**config.mk**
```make
export PLATFORM = sky130hd
export DESIGN_NAME = acr_regs
export DESIGN_NICKNAME = d
export VERILOG_FILES = /design/src/pkg/acr_regs_pkg.sv /design/src/core/acr_regs.sv
export SDC_FILE = /design/constraint.sdc
export NUM_CORES = 1
export LEC_CHECK = 0
export BUFFER_PORTS_ARGS = -buffer_cell sky130_fd_sc_hd__buf_2
export CORE_MARGIN = 3
export CORE_UTILIZATION = 40
export DETAILED_ROUTE_END_ITERATION = 8
export SKIP_LAST_GASP = 1
export SLEW_MARGIN = 15
export SYNTH_ARGS = -nofsm -noshare
export SYNTH_HDL_FRONTEND = slang
export SYNTH_SLANG_ARGS = --single-unit
```
**constraint.sdc**
```tcl
create_clock -name i_core_clk -period 4.77 [get_ports i_core_clk]
set_input_delay 0.2385 -clock i_core_clk [delete_from_list [all_inputs] [get_ports i_core_clk]]
set_output_delay 0.2385 -clock i_core_clk [all_outputs]
set_load 0.01 [all_outputs]
```
**src/pkg/acr_regs_pkg.sv**
```systemverilog
// Purpose: Constants for the channel calibration and configuration register bank
// Assumes: Register index times four gives the AXI4-Lite byte address
// Notes: Offsets are register indices; data sits in the low 16 bits of each word
package acr_regs_pkg;
   localparam int unsigned ADDR_W = 8;
   localparam int unsigned DATA_W = 32;
   localparam int unsigned REG_W = 16;
   // Register indices
   localparam logic [5:0] IDX_CH1_GAIN_HIGH = 6'h11;
   localparam logic [5:0] IDX_CH1_GAIN_LOW = 6'h12;
   localparam logic [5:0] IDX_CH2_SETUP = 6'h13;
   localparam logic [5:0] IDX_CH2_OFFSET_HIGH = 6'h14;
   localparam logic [5:0] IDX_CH2_OFFSET_LOW = 6'h15;
   localparam logic [5:0] IDX_CH2_GAIN_HIGH = 6'h16;
   localparam logic [5:0] IDX_CH2_GAIN_LOW = 6'h17;
   // Values after reset
   localparam logic [15:0] RST_CH1_GAIN_HIGH = 16'h8000;
   localparam logic [7:0] RST_CH1_GAIN_LOW = 8'h00;
   localparam logic [15:0] RST_CH2_GAIN_HIGH = 16'h8000;
   localparam logic [7:0] RST_CH2_GAIN_LOW = 8'h00;
   localparam logic [15:0] RST_CH2_OFFSET_HIGH = 16'h0000;
   localparam logic [7:0] RST_CH2_OFFSET_LOW = 8'h00;
   localparam logic [9:0] RST_SAMPLE_DELAY = 10'h000;
   localparam logic RST_HIGHPASS_OFF = 1'b0;
   localparam logic [1:0] RST_INPUT_SELECT = 2'h0;
   // Field positions
   localparam int unsigned POS_LOW_BYTE = 8;
   localparam int unsigned POS_SAMPLE_DELAY = 6;
   localparam int unsigned POS_HIGHPASS_OFF = 2;
   localparam int unsigned POS_INPUT_SELECT = 0;
   // Input select codes
   localparam logic [1:0] SEL_PIN_PAIR = 2'h0;
   localparam logic [1:0] SEL_SHORTED = 2'h1;
   localparam logic [1:0] SEL_TEST_POS = 2'h2;
   localparam logic [1:0] SEL_TEST_NEG = 2'h3;
   // AXI responses
   localparam logic [1:0] RESP_OKAY = 2'h0;
   localparam logic [1:0] RESP_SLVERR = 2'h2;
endpackage

```
**src/core/acr_regs.sv**
```systemverilog
// Purpose: Channel 1 gain trim and channel 2 setup, offset and gain trim registers
// Assumes: AXI4-Lite master on i_core_clk, one write and one read in flight at most
// Notes: Unmapped addresses answer SLVERR, reads return zero there
// What this block does
// - Channel 1 gain high register holds gain word bits 23 to 8.
// - Channel 1 gain low register bits 15:8 hold gain word bits 7:0.
// - Channel 2 gain word splits into high register and low register bits 15:8.
// - Channel 2 offset high register holds offset word bits 23 to 8.
// - Channel 2 offset low register bits 15:8 hold offset word bits 7:0.
// - Channel 2 gain high resets to 8000h, other channel 2 trims reset zero.
// - Setup bits 15:6 hold a signed ten-bit channel 2 sample delay.
// - Setup bit 2 set disables channel 2 highpass, clear follows global setting.
// - Setup bits 1:0 pick pins, shorted inputs, positive or negative test signal.
// - Setup register resets to zero.
//
// Local design decision: the AXI4-Lite register port.
`timescale 1ns/1ps
module acr_regs (
   // Clock, reset, enable
   input wire logic i_core_clk,
   input wire logic i_rst_n,
   input wire logic i_clk_en,
   // AXI4-Lite write address and data
   input wire logic [7:0] i_s_axi_awaddr,
   input wire logic i_s_axi_awvalid,
   output logic o_s_axi_awready,
   input wire logic [31:0] i_s_axi_wdata,
   input wire logic [3:0] i_s_axi_wstrb,
   input wire logic i_s_axi_wvalid,
   output logic o_s_axi_wready,
   // AXI4-Lite write response
   output logic [1:0] o_s_axi_bresp,
   output logic o_s_axi_bvalid,
   input wire logic i_s_axi_bready,
   // AXI4-Lite read
   input wire logic [7:0] i_s_axi_araddr,
   input wire logic i_s_axi_arvalid,
   output logic o_s_axi_arready,
   output logic [31:0] o_s_axi_rdata,
   output logic [1:0] o_s_axi_rresp,
   output logic o_s_axi_rvalid,
   input wire logic i_s_axi_rready,
   // Global highpass control from the wider device
   input wire logic [3:0] i_global_highpass_setting,
   // Trim and setup values to the converter
   output logic [23:0] o_first_channel_gain_trim,
   output logic [23:0] o_second_channel_gain_trim,
   output logic [23:0] o_second_channel_offset_trim,
   output logic [9:0] o_second_channel_sample_delay,
   output logic o_second_channel_highpass_off,
   output logic [1:0] o_second_channel_input_select,
   output logic [3:0] o_second_channel_highpass_setting
);
   logic rst_meta_q;
   logic rst_sync_q;

   // Register storage
   logic [15:0] ch1_gain_high_q, ch1_gain_high_d;
   logic [7:0] ch1_gain_low_q, ch1_gain_low_d;
   logic [15:0] ch2_offset_high_q, ch2_offset_high_d;
   logic [7:0] ch2_offset_low_q, ch2_offset_low_d;
   logic [15:0] ch2_gain_high_q, ch2_gain_high_d;
   logic [7:0] ch2_gain_low_q, ch2_gain_low_d;
   logic [9:0] delay_q, delay_d;
   logic hp_off_q, hp_off_d;
   logic [1:0] in_sel_q, in_sel_d;
   logic [3:0] hp_eff_q, hp_eff_d;

   // Write channel state
   logic aw_held_q, aw_held_d;
   logic [7:0] aw_addr_q, aw_addr_d;
   logic w_held_q, w_held_d;
   logic [15:0] w_data_q, w_data_d;
   logic [1:0] w_strb_q, w_strb_d;
   logic awready_q, awready_d;
   logic wready_q, wready_d;
   logic bvalid_q, bvalid_d;
   logic [1:0] bresp_q, bresp_d;
   logic do_write;

   // Read channel state
   logic arready_q, arready_d;
   logic rvalid_q, rvalid_d;
   logic [31:0] rdata_q, rdata_d;
   logic [1:0] rresp_q, rresp_d;

   // Mapped register check on a byte address
   function automatic logic addr_hit(input logic [7:0] addr);
      logic [5:0] idx;
      idx = addr[7:2];
      return (addr[1:0] == 2'h0) &&
         (idx >= acr_regs_pkg::IDX_CH1_GAIN_HIGH) &&
         (idx <= acr_regs_pkg::IDX_CH2_GAIN_LOW);
   endfunction

   // Byte-lane merge of a 16-bit register
   function automatic logic [15:0] merge(input logic [15:0] old, input logic [15:0] nw,
                                         input logic [1:0] strb);
      logic [15:0] r;
      r = old;
      if (strb[0]) begin
         r[7:0] = nw[7:0];
      end
      if (strb[1]) begin
         r[15:8] = nw[15:8];
      end
      return r;
   endfunction

   // Assembled 16-bit register images; reserved bits are zero
   logic [15:0] img_ch1_gain_low, img_setup, img_ch2_offset_low, img_ch2_gain_low;
   assign img_ch1_gain_low = {ch1_gain_low_q, 8'h00};
   assign img_ch2_offset_low = {ch2_offset_low_q, 8'h00};
   assign img_ch2_gain_low = {ch2_gain_low_q, 8'h00};
   assign img_setup = {delay_q, 3'h0, hp_off_q, in_sel_q};

   function automatic logic [15:0] read_img(input logic [5:0] idx, input logic [15:0] g1h,
      input logic [15:0] g1l, input logic [15:0] st, input logic [15:0] o2h,
      input logic [15:0] o2l, input logic [15:0] g2h, input logic [15:0] g2l);
      logic [15:0] r;
      r = 16'h0000;
      unique case (idx)
         acr_regs_pkg::IDX_CH1_GAIN_HIGH: r = g1h;
         acr_regs_pkg::IDX_CH1_GAIN_LOW: r = g1l;
         acr_regs_pkg::IDX_CH2_SETUP: r = st;
         acr_regs_pkg::IDX_CH2_OFFSET_HIGH: r = o2h;
         acr_regs_pkg::IDX_CH2_OFFSET_LOW: r = o2l;
         acr_regs_pkg::IDX_CH2_GAIN_HIGH: r = g2h;
         acr_regs_pkg::IDX_CH2_GAIN_LOW: r = g2l;
         default: r = 16'h0000;
      endcase
      return r;
   endfunction

   // Reset release through two flip-flops
   always_ff @(posedge i_core_clk or negedge i_rst_n) begin
      if (!i_rst_n) begin
         rst_meta_q <= 1'b0;
         rst_sync_q <= 1'b0;
      end else begin
         rst_meta_q <= 1'b1;
         rst_sync_q <= rst_meta_q;
      end
   end

   assign do_write = aw_held_q && w_held_q && !bvalid_q;

   // Write channel
   always_comb begin
      aw_held_d = aw_held_q;
      aw_addr_d = aw_addr_q;
      w_held_d = w_held_q;
      w_data_d = w_data_q;
      w_strb_d = w_strb_q;
      bvalid_d = bvalid_q;
      bresp_d = bresp_q;
      if (i_s_axi_awvalid && awready_q) begin
         aw_held_d = 1'b1;
         aw_addr_d = i_s_axi_awaddr;
      end
      if (i_s_axi_wvalid && wready_q) begin
         w_held_d = 1'b1;
         w_data_d = i_s_axi_wdata[15:0];
         w_strb_d = i_s_axi_wstrb[1:0];
      end
      if (do_write) begin
         aw_held_d = 1'b0;
         w_held_d = 1'b0;
         bvalid_d = 1'b1;
         bresp_d = addr_hit(aw_addr_q) ? acr_regs_pkg::RESP_OKAY : acr_regs_pkg::RESP_SLVERR;
      end else if (bvalid_q && i_s_axi_bready) begin
         bvalid_d = 1'b0;
      end
      awready_d = !aw_held_d;
      wready_d = !w_held_d;
   end

   always_ff @(posedge i_core_clk or negedge rst_sync_q) begin
      if (!rst_sync_q) begin
         aw_held_q <= 1'b0;
         aw_addr_q <= 8'h00;
         w_held_q <= 1'b0;
         w_data_q <= 16'h0000;
         w_strb_q <= 2'h0;
         awready_q <= 1'b0;
         wready_q <= 1'b0;
         bvalid_q <= 1'b0;
         bresp_q <= acr_regs_pkg::RESP_OKAY;
      end else if (i_clk_en) begin
         aw_held_q <= aw_held_d;
         aw_addr_q <= aw_addr_d;
         w_held_q <= w_held_d;
         w_data_q <= w_data_d;
         w_strb_q <= w_strb_d;
         awready_q <= awready_d;
         wready_q <= wready_d;
         bvalid_q <= bvalid_d;
         bresp_q <= bresp_d;
      end
   end

   // Register file updates
   always_comb begin
      logic [15:0] m;
      m = 16'h0000;
      ch1_gain_high_d = ch1_gain_high_q;
      ch1_gain_low_d = ch1_gain_low_q;
      ch2_offset_high_d = ch2_offset_high_q;
      ch2_offset_low_d = ch2_offset_low_q;
      ch2_gain_high_d = ch2_gain_high_q;
      ch2_gain_low_d = ch2_gain_low_q;
      delay_d = delay_q;
      hp_off_d = hp_off_q;
      in_sel_d = in_sel_q;
      if (do_write && addr_hit(aw_addr_q)) begin
         m = merge(read_img(aw_addr_q[7:2], ch1_gain_high_q, img_ch1_gain_low, img_setup,
                   ch2_offset_high_q, img_ch2_offset_low, ch2_gain_high_q, img_ch2_gain_low),
                   w_data_q, w_strb_q);
         unique case (aw_addr_q[7:2])
            acr_regs_pkg::IDX_CH1_GAIN_HIGH: ch1_gain_high_d = m;
            acr_regs_pkg::IDX_CH1_GAIN_LOW: ch1_gain_low_d = m[15:8];
            acr_regs_pkg::IDX_CH2_SETUP: begin
               delay_d = m[15:6];
               hp_off_d = m[acr_regs_pkg::POS_HIGHPASS_OFF];
               in_sel_d = m[1:0];
            end
            acr_regs_pkg::IDX_CH2_OFFSET_HIGH: ch2_offset_high_d = m;
            acr_regs_pkg::IDX_CH2_OFFSET_LOW: ch2_offset_low_d = m[15:8];
            acr_regs_pkg::IDX_CH2_GAIN_HIGH: ch2_gain_high_d = m;
            acr_regs_pkg::IDX_CH2_GAIN_LOW: ch2_gain_low_d = m[15:8];
            default: m = 16'h0000;
         endcase
      end
      // Channel 2 highpass follows the global setting unless locally disabled
      hp_eff_d = hp_off_d ? 4'h0 : i_global_highpass_setting;
   end

   always_ff @(posedge i_core_clk or negedge rst_sync_q) begin
      if (!rst_sync_q) begin
         ch1_gain_high_q <= acr_regs_pkg::RST_CH1_GAIN_HIGH;
         ch1_gain_low_q <= acr_regs_pkg::RST_CH1_GAIN_LOW;
         ch2_offset_high_q <= acr_regs_pkg::RST_CH2_OFFSET_HIGH;
         ch2_offset_low_q <= acr_regs_pkg::RST_CH2_OFFSET_LOW;
         ch2_gain_high_q <= acr_regs_pkg::RST_CH2_GAIN_HIGH;
         ch2_gain_low_q <= acr_regs_pkg::RST_CH2_GAIN_LOW;
         delay_q <= acr_regs_pkg::RST_SAMPLE_DELAY;
         hp_off_q <= acr_regs_pkg::RST_HIGHPASS_OFF;
         in_sel_q <= acr_regs_pkg::RST_INPUT_SELECT;
         hp_eff_q <= 4'h0;
      end else if (i_clk_en) begin
         ch1_gain_high_q <= ch1_gain_high_d;
         ch1_gain_low_q <= ch1_gain_low_d;
         ch2_offset_high_q <= ch2_offset_high_d;
         ch2_offset_low_q <= ch2_offset_low_d;
         ch2_gain_high_q <= ch2_gain_high_d;
         ch2_gain_low_q <= ch2_gain_low_d;
         delay_q <= delay_d;
         hp_off_q <= hp_off_d;
         in_sel_q <= in_sel_d;
         hp_eff_q <= hp_eff_d;
      end
   end

   // Read channel
   always_comb begin
      rvalid_d = rvalid_q;
      rdata_d = rdata_q;
      rresp_d = rresp_q;
      if (i_s_axi_arvalid && arready_q) begin
         rvalid_d = 1'b1;
         rdata_d = {16'h0000, read_img(i_s_axi_araddr[7:2], ch1_gain_high_q, img_ch1_gain_low,
                    img_setup, ch2_offset_high_q, img_ch2_offset_low, ch2_gain_high_q,
                    img_ch2_gain_low)};
         if (!addr_hit(i_s_axi_araddr)) begin
            rdata_d = 32'h0000_0000;
         end
         rresp_d = addr_hit(i_s_axi_araddr) ? acr_regs_pkg::RESP_OKAY :
                   acr_regs_pkg::RESP_SLVERR;
      end else if (rvalid_q && i_s_axi_rready) begin
         rvalid_d = 1'b0;
      end
      arready_d = !rvalid_d;
   end

   always_ff @(posedge i_core_clk or negedge rst_sync_q) begin
      if (!rst_sync_q) begin
         arready_q <= 1'b0;
         rvalid_q <= 1'b0;
         rdata_q <= 32'h0000_0000;
         rresp_q <= acr_regs_pkg::RESP_OKAY;
      end else if (i_clk_en) begin
         arready_q <= arready_d;
         rvalid_q <= rvalid_d;
         rdata_q <= rdata_d;
         rresp_q <= rresp_d;
      end
   end

   assign o_s_axi_awready = awready_q;
   assign o_s_axi_wready = wready_q;
   assign o_s_axi_bvalid = bvalid_q;
   assign o_s_axi_bresp = bresp_q;
   assign o_s_axi_arready = arready_q;
   assign o_s_axi_rvalid = rvalid_q;
   assign o_s_axi_rdata = rdata_q;
   assign o_s_axi_rresp = rresp_q;
   assign o_first_channel_gain_trim = {ch1_gain_high_q, ch1_gain_low_q};
   assign o_second_channel_gain_trim = {ch2_gain_high_q, ch2_gain_low_q};
   assign o_second_channel_offset_trim = {ch2_offset_high_q, ch2_offset_low_q};
   assign o_second_channel_sample_delay = delay_q;
   assign o_second_channel_highpass_off = hp_off_q;
   assign o_second_channel_input_select = in_sel_q;
   assign o_second_channel_highpass_setting = hp_eff_q;
endmodule

```
==> run_summary.xml, run 1 <==
<?xml version="1.0" encoding="UTF-8"?>
<metrics>
  <group name="run_status">
    <metric name="outcome" unit="">finished, final reports clean</metric>
  </group>
  <group name="timing">
    <metric name="timing.hold.ws" unit="ps">34.7</metric>
    <metric name="totalNegativeSetupSlack" unit="ps">0</metric>
    <metric name="slew-limit-headroom" unit="%">21.8</metric>
    <metric name="rsz0062_at_grt" unit="">false</metric>
    <metric name="tightestPinTransition" unit="ps">1160</metric>
    <metric name="hold_viol" unit="">0</metric>
    <metric name="slew_viol_final" unit="">0</metric>
    <metric name="achievable-frequency" unit="MHz">340</metric>
    <metric name="finalSetupViolations" unit="">0</metric>
    <metric name="fin_crit" unit="ps">2940</metric>
    <metric name="clock_skew" unit="ps">8.92</metric>
    <metric name="period_share" unit="%">61.7</metric>
  </group>
  <group name="clock_tree">
    <metric name="clock_pin_slew_on_the_worst_setup_and_hold_paths" unit="ps">60</metric>
    <metric name="clock_tree.buffer_depth" unit="">2</metric>
    <metric name="ctsHoldBuffers" unit="">1</metric>
    <metric name="clock_tree_from_tritoncts" unit="">done</metric>
    <metric name="htree_levels" unit="">4</metric>
    <metric name="quantity_of_gates_resized_following_cts" unit="">0</metric>
    <metric name="cts.sink_count" unit="">142</metric>
    <metric name="ctsRootBufferMaster" unit="">clkbuf_16</metric>
    <metric name="cts.repair_timing.setup_buffer_count" unit="">0</metric>
    <metric name="clock_insertion_delay_worst_skew" unit="ps">430</metric>
    <metric name="cts_made_buffers" unit="">17</metric>
  </group>
  <group name="power_and_ir_drop">
    <metric name="clock_power_share" unit="%">37.4</metric>
    <metric name="ir_drop" unit="mV">0.267</metric>
    <metric name="powerDensity" unit="nW/um2">455</metric>
    <metric name="power_switching_share" unit="%">31.1</metric>
    <metric name="net-switching-power" unit="W">0.00118</metric>
    <metric name="power.share.sequential" unit="%">41.5</metric>
    <metric name="combPwrFrac" unit="%">21.2</metric>
    <metric name="power_leakage" unit="nW">4.03</metric>
    <metric name="power.internal" unit="W">0.00261</metric>
  </group>
  <group name="place">
    <metric name="finalWeightedCongestion" unit="">0.871</metric>
    <metric name="numPortBuffers" unit="">157</metric>
    <metric name="cells_after_dpl" unit="">991</metric>
    <metric name="hpwlAfterDp" unit="um">14600</metric>
  </group>
  <group name="synth">
    <metric name="yosys.cell_types.count" unit="">59</metric>
    <metric name="synth.ff_latch_count" unit="">142</metric>
    <metric name="synth-adder-area-share" unit="%">0</metric>
    <metric name="synth-warning-count" unit="">0</metric>
    <metric name="synth.area.mux_share" unit="%">8.43</metric>
    <metric name="synth-xor-area-share" unit="%">0</metric>
    <metric name="number_of_enable_type_register_cells_in_the_synthesized_netlist" unit="">0</metric>
    <metric name="post_synth_inst_count" unit="">650</metric>
    <metric name="async_reset_ff_share" unit="%">100</metric>
    <metric name="syn-cell-area" unit="um2">6820</metric>
    <metric name="main_combinational_cell_family_by_area_after_synthesis" unit="">compound AO/OA/AOI/OAI gates</metric>
    <metric name="yosys.area_share.simple" unit="%">11.9</metric>
    <metric name="synth.yosys.seq_area_share" unit="%">52.2</metric>
    <metric name="synth-compound-area-share" unit="%">20.9</metric>
    <metric name="syn_avg_cell_area" unit="um2">10.5</metric>
    <metric name="postSynth.topFlopCell" unit="">dfrtp_1</metric>
  </group>
  <group name="layout">
    <metric name="final_layout_size_suffix_gt1_share" unit="%">32.1</metric>
    <metric name="stdcell_count" unit="">1024</metric>
    <metric name="total_nets_final" unit="">855</metric>
    <metric name="antenna-diode-count" unit="">0</metric>
    <metric name="syn_to_final_growth" unit="%">22.1</metric>
    <metric name="layout.filler_cells" unit="">1550</metric>
    <metric name="fin_util" unit="%">50.0</metric>
  </group>
  <group name="floorplanning">
    <metric name="starting_density" unit="%">41.0</metric>
    <metric name="die_w" unit="um">137</metric>
    <metric name="core-area" unit="um2">16600</metric>
    <metric name="boundaryPins" unit="">194</metric>
    <metric name="core.rowCount" unit="">47</metric>
    <metric name="die_height" unit="um">137</metric>
    <metric name="dieArea" unit="um2">18600</metric>
  </group>
  <group name="critical_path">
    <metric name="path_max_fanout" unit="">24</metric>
    <metric name="worstSetupStartpointType" unit="">flop</metric>
    <metric name="worstPathBufferInverterCount" unit="">0</metric>
    <metric name="crit_arrival" unit="ps">3260</metric>
    <metric name="startpoint_to_endpoint_class_of_the_critical_path" unit="">reg2reg</metric>
    <metric name="crit_path_end_kind" unit="">flop</metric>
    <metric name="cpPeakStageDelay" unit="ps">720</metric>
    <metric name="worst_path_dominant_cell_family" unit="">simple AND/OR/NAND/NOR gates</metric>
    <metric name="crit_path_top_delay_cell" unit="">dfrtp_1</metric>
    <metric name="path_cells" unit="">and4b_1 -&gt; and2_4 -&gt; nand2_1 -&gt; o31ai_1</metric>
    <metric name="timing.critical_path.required" unit="ps">5090</metric>
  </group>
  <group name="worst_hold_path">
    <metric name="hp-class" unit="">in2reg</metric>
  </group>
  <group name="flow_run">
    <metric name="cap_violations" unit="">0</metric>
  </group>
  <group name="routing">
    <metric name="drc" unit="">0</metric>
    <metric name="drt_first_iter_violations" unit="">452</metric>
    <metric name="vias_per_cell" unit="">5.64</metric>
    <metric name="routedWlPerCell" unit="um">20.6</metric>
    <metric name="route.vias.total" unit="">5776</metric>
    <metric name="wirelength" unit="um">21000</metric>
    <metric name="firstDrtPassIters" unit="">5</metric>
    <metric name="route.antenna.remaining_nets" unit="">0</metric>
  </group>
  <group name="global_route">
    <metric name="first_pass_grt_wire_length" unit="um">31900</metric>
    <metric name="grt_max_degree" unit="">59</metric>
    <metric name="vias_in_the_first_global_route" unit="">5720</metric>
    <metric name="grtUsageTotal" unit="%">22.7</metric>
    <metric name="grt-ovfl-total" unit="">0</metric>
    <metric name="number_of_antenna_violations_at_the_first_check_in_global_routing" unit="">0</metric>
  </group>
</metrics>
cells by family (layout without fill, tap and decap cells):
family | count (synthesis) | in the layout
buffers and inverters | 88 | 225
muxes | 44 | 44
other | 2 | 19
DFF | 142 | 142
AOI/OAI and AO/OA | 202 | 202
and+or+nand+nor | 172 | 172
layout by cell type (no fill, tap or decap), types with 3 or more instances in the layout:
| cell | instances |
|---|---|
| a32oi_1 | 14 |
| o22ai_1 | 4 |
| o31ai_1 | 18 |
| a221o_1 | 8 |
| nor2b_1 | 7 |
| mux2_2 | 37 |
| nand2_1 | 112 |
| clkbuf_16 | 17 |
| nor2_1 | 14 |
| buf_2 | 157 |
| a221oi_2 | 4 |
| a21oi_1 | 14 |
| o21ai_1 | 4 |
| buf_4 | 8 |
| nor3_1 | 3 |
| clkbuf_8 | 6 |
| a41oi_1 | 3 |
| dfrtp_1 | 139 |
| inv_1 | 27 |
| o21ai_0 | 76 |
| mux4_2 | 7 |
| a32o_1 | 7 |
| and3_1 | 7 |
| a21o_1 | 5 |
| nand3_1 | 4 |
| a22oi_1 | 12 |
| bufinv_16 | 3 |
| clkinvlp_4 | 3 |
| a22o_1 | 3 |
| a21boi_0 | 3 |
| conb_1 | 19 |
| a221oi_1 | 16 |
| a222oi_1 | 5 |
Yosys cell counts (8+ instances only):
cell type	n	area, um2
buf_4	19	143
o31ai_1	18	135
a22oi_1	12	90.1
a221oi_1	16	140
mux2_2	37	417
o21ai_0	76	380
a221o_1	8	80.1
nand2_1	112	420
dfrtp_1	140	3500
clkbuf_1	23	86.3
buf_2	17	85.1
inv_1	27	101
a21oi_1	14	70.1
nor2_1	14	52.6
a32oi_1	14	123
power groups by stage:
stage	Combinational, W	Sequential (W)	Clock [W]
3_3_place_gp	0.000769	0.00158	0
6_report	0.000800	0.00157	0.00141
4_1_cts	0.000799	0.00157	0.00143
2_1_floorplan	0.000612	0.00151	0
5_1_grt	0.000872	0.00160	0.00149
3_5_place_dp	0.000795	0.00159	0
area by class of cell:
class                      instances  area, um2  area share (%)
sequential                       142       3560            42.8
tap                              220        275            3.31
clock buffer                      24        512            6.15
inverter                          27        101            1.22
clock inverter                     8        126            1.52
timing repair buffer             166        856            10.3
multi-input combinational        437       2890            34.7
final timing paths:
kind | start | to | cells past startpoint | slack [ps]
worst min register to register | rst_meta_q | rst_sync_q | 0 | 350
worst min-delay path | i_global_highpass_setting[1] | o_second_channel_highpass_setting[1] | 3 | 30
worst max-delay path | aw_addr_q[2] | o_second_channel_sample_delay[0] | 4 | 1830
min in group asynchronous | i_rst_n | rst_sync_q | 2 | 120
worst max register to register | aw_addr_q[2] | o_second_channel_sample_delay[0] | 4 | 1830
max in group asynchronous | rst_sync_q | ch2_gain_low_q[5] | 1 | 3270
metrics by stage:
stage	total power [W]	worst slack, ps	instance area, um2
floorplan	0.00212	524	6880
global placement	0.00235	1960	7670
detailed placement	0.00238	1880	7670
CTS	0.00380	1870	8320
global route	0.00396	1650	8320
finish	0.00378	1830	8320
sequential cells by signal, indices dropped and copies added, names as in the netlist, 2 cells and up:
register	count
o_s_axi_rdata	16
aw_addr_q	8
ch1_gain_low_q	8
ch2_offset_high_q	16
ch1_gain_high_q	16
ch2_offset_low_q	8
o_second_channel_highpass_setting	4
w_strb_q	2
o_second_channel_sample_delay	10
ch2_gain_low_q	8
o_second_channel_input_select	2
w_data_q	16
ch2_gain_high_q	16
worst register-to-register path, stage by stage, from the launching register on:
cell     delay, ps
dfrtp_1        720
and4b_1        630
and2_4         420
nand2_1        620
o31ai_1        450
metal layers:
layer	wire, um	global-route usage [%]	vias to the layer above	share of wire [%]
met1	9000	30.5	2824	43
met2	9920	35.6	274	47
met3	1580	6.14	39	7.5
li1	-	-	2639	-
met4	549	7.73	0	2.6
met5	0	0	-	0
Power figures use the tool's default switching activity.
==> run 2, diff against run 1 <==
Settings changed: PLACE_DENSITY set to 0.67.
Clock period 4.77 ns to 2.5 ns, I/O delays scaled along.
==> run_summary.xml, run 2 (same netlist as run 1, synthesis figures left out) <==
<?xml version="1.0" encoding="UTF-8"?>
<metrics>
  <group name="run_status">
    <metric name="outcome" unit="">finished, final reports clean</metric>
  </group>
  <group name="clock_tree">
    <metric name="clock_insertion_delay_worst_skew" unit="ps">430</metric>
    <metric name="cts.sink_count" unit="">142</metric>
    <metric name="cts.repair_timing.setup_buffer_count" unit="">0</metric>
    <metric name="clock_pin_slew_on_the_worst_setup_and_hold_paths" unit="ps">60</metric>
    <metric name="ctsRootBufferMaster" unit="">clkbuf_16</metric>
    <metric name="htree_levels" unit="">4</metric>
    <metric name="clock_tree.buffer_depth" unit="">2</metric>
    <metric name="cts_made_buffers" unit="">17</metric>
    <metric name="clock_tree_from_tritoncts" unit="">done</metric>
  </group>
  <group name="timing">
    <metric name="totalNegativeSetupSlack" unit="ps">0</metric>
    <metric name="hold_viol" unit="">0</metric>
    <metric name="timing.hold.ws" unit="ps">34.6</metric>
    <metric name="finalSetupViolations" unit="">0</metric>
    <metric name="slew_viol_final" unit="">0</metric>
    <metric name="achievable-frequency" unit="MHz">461</metric>
    <metric name="fin_crit" unit="ps">2170</metric>
    <metric name="clock_skew" unit="ps">13.8</metric>
    <metric name="period_share" unit="%">86.8</metric>
    <metric name="slew-limit-headroom" unit="%">55.4</metric>
    <metric name="tightestPinTransition" unit="ps">670</metric>
    <metric name="rsz0062_at_grt" unit="">false</metric>
  </group>
  <group name="critical_path">
    <metric name="rr_worst_depth" unit="">6</metric>
    <metric name="crit_arrival" unit="ps">2510</metric>
    <metric name="crit_path_top_delay_cell" unit="">or3b_2</metric>
    <metric name="startpoint_of_the_most_critical_setup_path" unit="">aw_addr_q[7]</metric>
    <metric name="path_max_fanout" unit="">9</metric>
    <metric name="crit-reg2reg-capture" unit="">ch2_offset_high_q[3]</metric>
    <metric name="timing.reg2reg.setup_slack" unit="ps">330</metric>
    <metric name="crit_path_end_kind" unit="">flop</metric>
    <metric name="path_cells" unit="">or3b_2 -&gt; nor3_2 -&gt; buf_4 -&gt; a221oi_1 -&gt; a22o_1 -&gt; o21ai_0</metric>
    <metric name="timing.critical_path.required" unit="ps">2840</metric>
    <metric name="worstSetupStartpointType" unit="">flop</metric>
    <metric name="startpoint_to_endpoint_class_of_the_critical_path" unit="">reg2reg</metric>
    <metric name="r2r-start" unit="">aw_addr_q[7]</metric>
    <metric name="cpPeakStageDelay" unit="ps">530</metric>
  </group>
  <group name="routing">
    <metric name="route.vias.total" unit="">5929</metric>
    <metric name="drt_first_iter_violations" unit="">547</metric>
    <metric name="routedWlPerCell" unit="um">19.3</metric>
    <metric name="drc" unit="">0</metric>
    <metric name="wirelength" unit="um">20800</metric>
    <metric name="firstDrtPassIters" unit="">5</metric>
    <metric name="vias_per_cell" unit="">5.49</metric>
    <metric name="route.antenna.remaining_nets" unit="">0</metric>
  </group>
  <group name="worst_hold_path">
    <metric name="min_path_cells" unit="">4</metric>
    <metric name="min-delay-start" unit="">i_s_axi_wvalid</metric>
    <metric name="hold_end" unit="">o_s_axi_wready</metric>
    <metric name="hp-class" unit="">in2reg</metric>
  </group>
  <group name="place">
    <metric name="numPortBuffers" unit="">157</metric>
    <metric name="finalWeightedCongestion" unit="">0.865</metric>
    <metric name="hpwlAfterDp" unit="um">14600</metric>
  </group>
  <group name="global_route">
    <metric name="grt-ovfl-total" unit="">0</metric>
    <metric name="first_pass_grt_wire_length" unit="um">32100</metric>
    <metric name="vias_in_the_first_global_route" unit="">5663</metric>
    <metric name="grt_max_degree" unit="">57</metric>
    <metric name="number_of_antenna_violations_at_the_first_check_in_global_routing" unit="">0</metric>
    <metric name="grtUsageTotal" unit="%">22.8</metric>
  </group>
  <group name="floorplanning">
    <metric name="dieArea" unit="um2">18600</metric>
    <metric name="die_height" unit="um">137</metric>
    <metric name="die_w" unit="um">137</metric>
    <metric name="core.rowCount" unit="">47</metric>
    <metric name="core-area" unit="um2">16600</metric>
    <metric name="boundaryPins" unit="">194</metric>
    <metric name="starting_density" unit="%">41.0</metric>
  </group>
  <group name="layout">
    <metric name="antenna-diode-count" unit="">0</metric>
    <metric name="layout.filler_cells" unit="">1498</metric>
    <metric name="total_nets_final" unit="">910</metric>
    <metric name="syn_to_final_growth" unit="%">28.2</metric>
    <metric name="final_common_cell" unit="">buf_2</metric>
    <metric name="final_layout_size_suffix_gt1_share" unit="%">32.4</metric>
    <metric name="layout_common_cells" unit="">buf_2 (157), dfrtp_1 (139), nand2_1 (112)</metric>
  </group>
  <group name="power_and_ir_drop">
    <metric name="powerDensity" unit="nW/um2">802</metric>
    <metric name="ir_drop" unit="mV">0.542</metric>
    <metric name="power_leakage" unit="nW">4.21</metric>
  </group>
  <group name="flow_run">
    <metric name="cap_violations" unit="">0</metric>
  </group>
</metrics>
-- run 2: changes by cell type in the layout (fill, tap and decap cells not counted), moves of 2 or more --
| cell | change |
|---|---|
| buf_4 | +21 |
| bufinv_16 | -2 |
| clkbuf_8 | -6 |
| clkinvlp_4 | +5 |
| dlygate4sd3_1 | +33 |
-- run 2: through the flow --
step / util (%) / cells / setup WS, ps / instance area [um2] / total power [W]
3_3_place_gp: 47.1 / 1013 / 402 / 7850 / 0.00457
6_report: 52.5 / 1079 / 331 / 8740 / 0.00701
5_1_grt: 52.5 / 1079 / 198 / 8740 / 0.00734
4_1_cts: 52.5 / 1079 / 349 / 8740 / 0.00702
2_1_floorplan: - / 667 / 144 / 6880 / 0.00404
3_5_place_dp: 47.1 / 1013 / 359 / 7850 / 0.00461
-- run 2: worst max-delay path by stage --
stage / end / slack [ps] / depth (start not counted)
3_5_place_dp: ch2_gain_high_q[13] / 360 / 6
4_1_cts: ch2_offset_high_q[3] / 350 / 6
3_3_place_gp: o_second_channel_sample_delay[7] / 400 / 6
5_1_grt: ch2_offset_high_q[3] / 200 / 6
2_1_floorplan: aw_addr_q[0] / 140 / 0
6_report: ch2_offset_high_q[3] / 330 / 6
-- run 2: worst max-delay path, delay by kind of cell (launching register included) --
kind            cells  cell delay (ps)
simple gates        2              850
flops               1              440
buf+inv             1              270
compound gates      3              530
-- run 2: timing repair --
action / in CTS / in global routing
endpoints found under the hold margin: 34 / 0
endpoints found under the setup margin: 0 / 0
hold buffers: 34 / 0
gates resized for setup: 0 / 0
-- run 2: power breakdown --
group	switching (W)	leakage, nW	internal (W)
Combinational	0.000940	2.08	0.000727
Clock	0.00101	0.244	0.00136
Sequential	0.000363	1.88	0.00260
Total	0.00232	4.21	0.00469
-- run 2: cell type report --
class | count | area, um2 | area share [%]
Clock buffer | 19 | 433 | 4.95
Clock inverter | 13 | 118 | 1.35
Inverter | 27 | 101 | 1.16
Multi-Input combinational cell | 437 | 2890 | 33.0
Sequential cell | 142 | 3560 | 40.7
Tap cell | 220 | 275 | 3.15
Timing Repair Buffer | 221 | 1360 | 15.6
-- run 2: routing by layer --
metal	up-vias	track usage, %	part of all wire, %
li1	2751	-	-
met1	2846	32.6	44
met2	294	33.7	45
met3	38	5.99	8.1
met4	0	7.67	2.4
met5	-	0	0
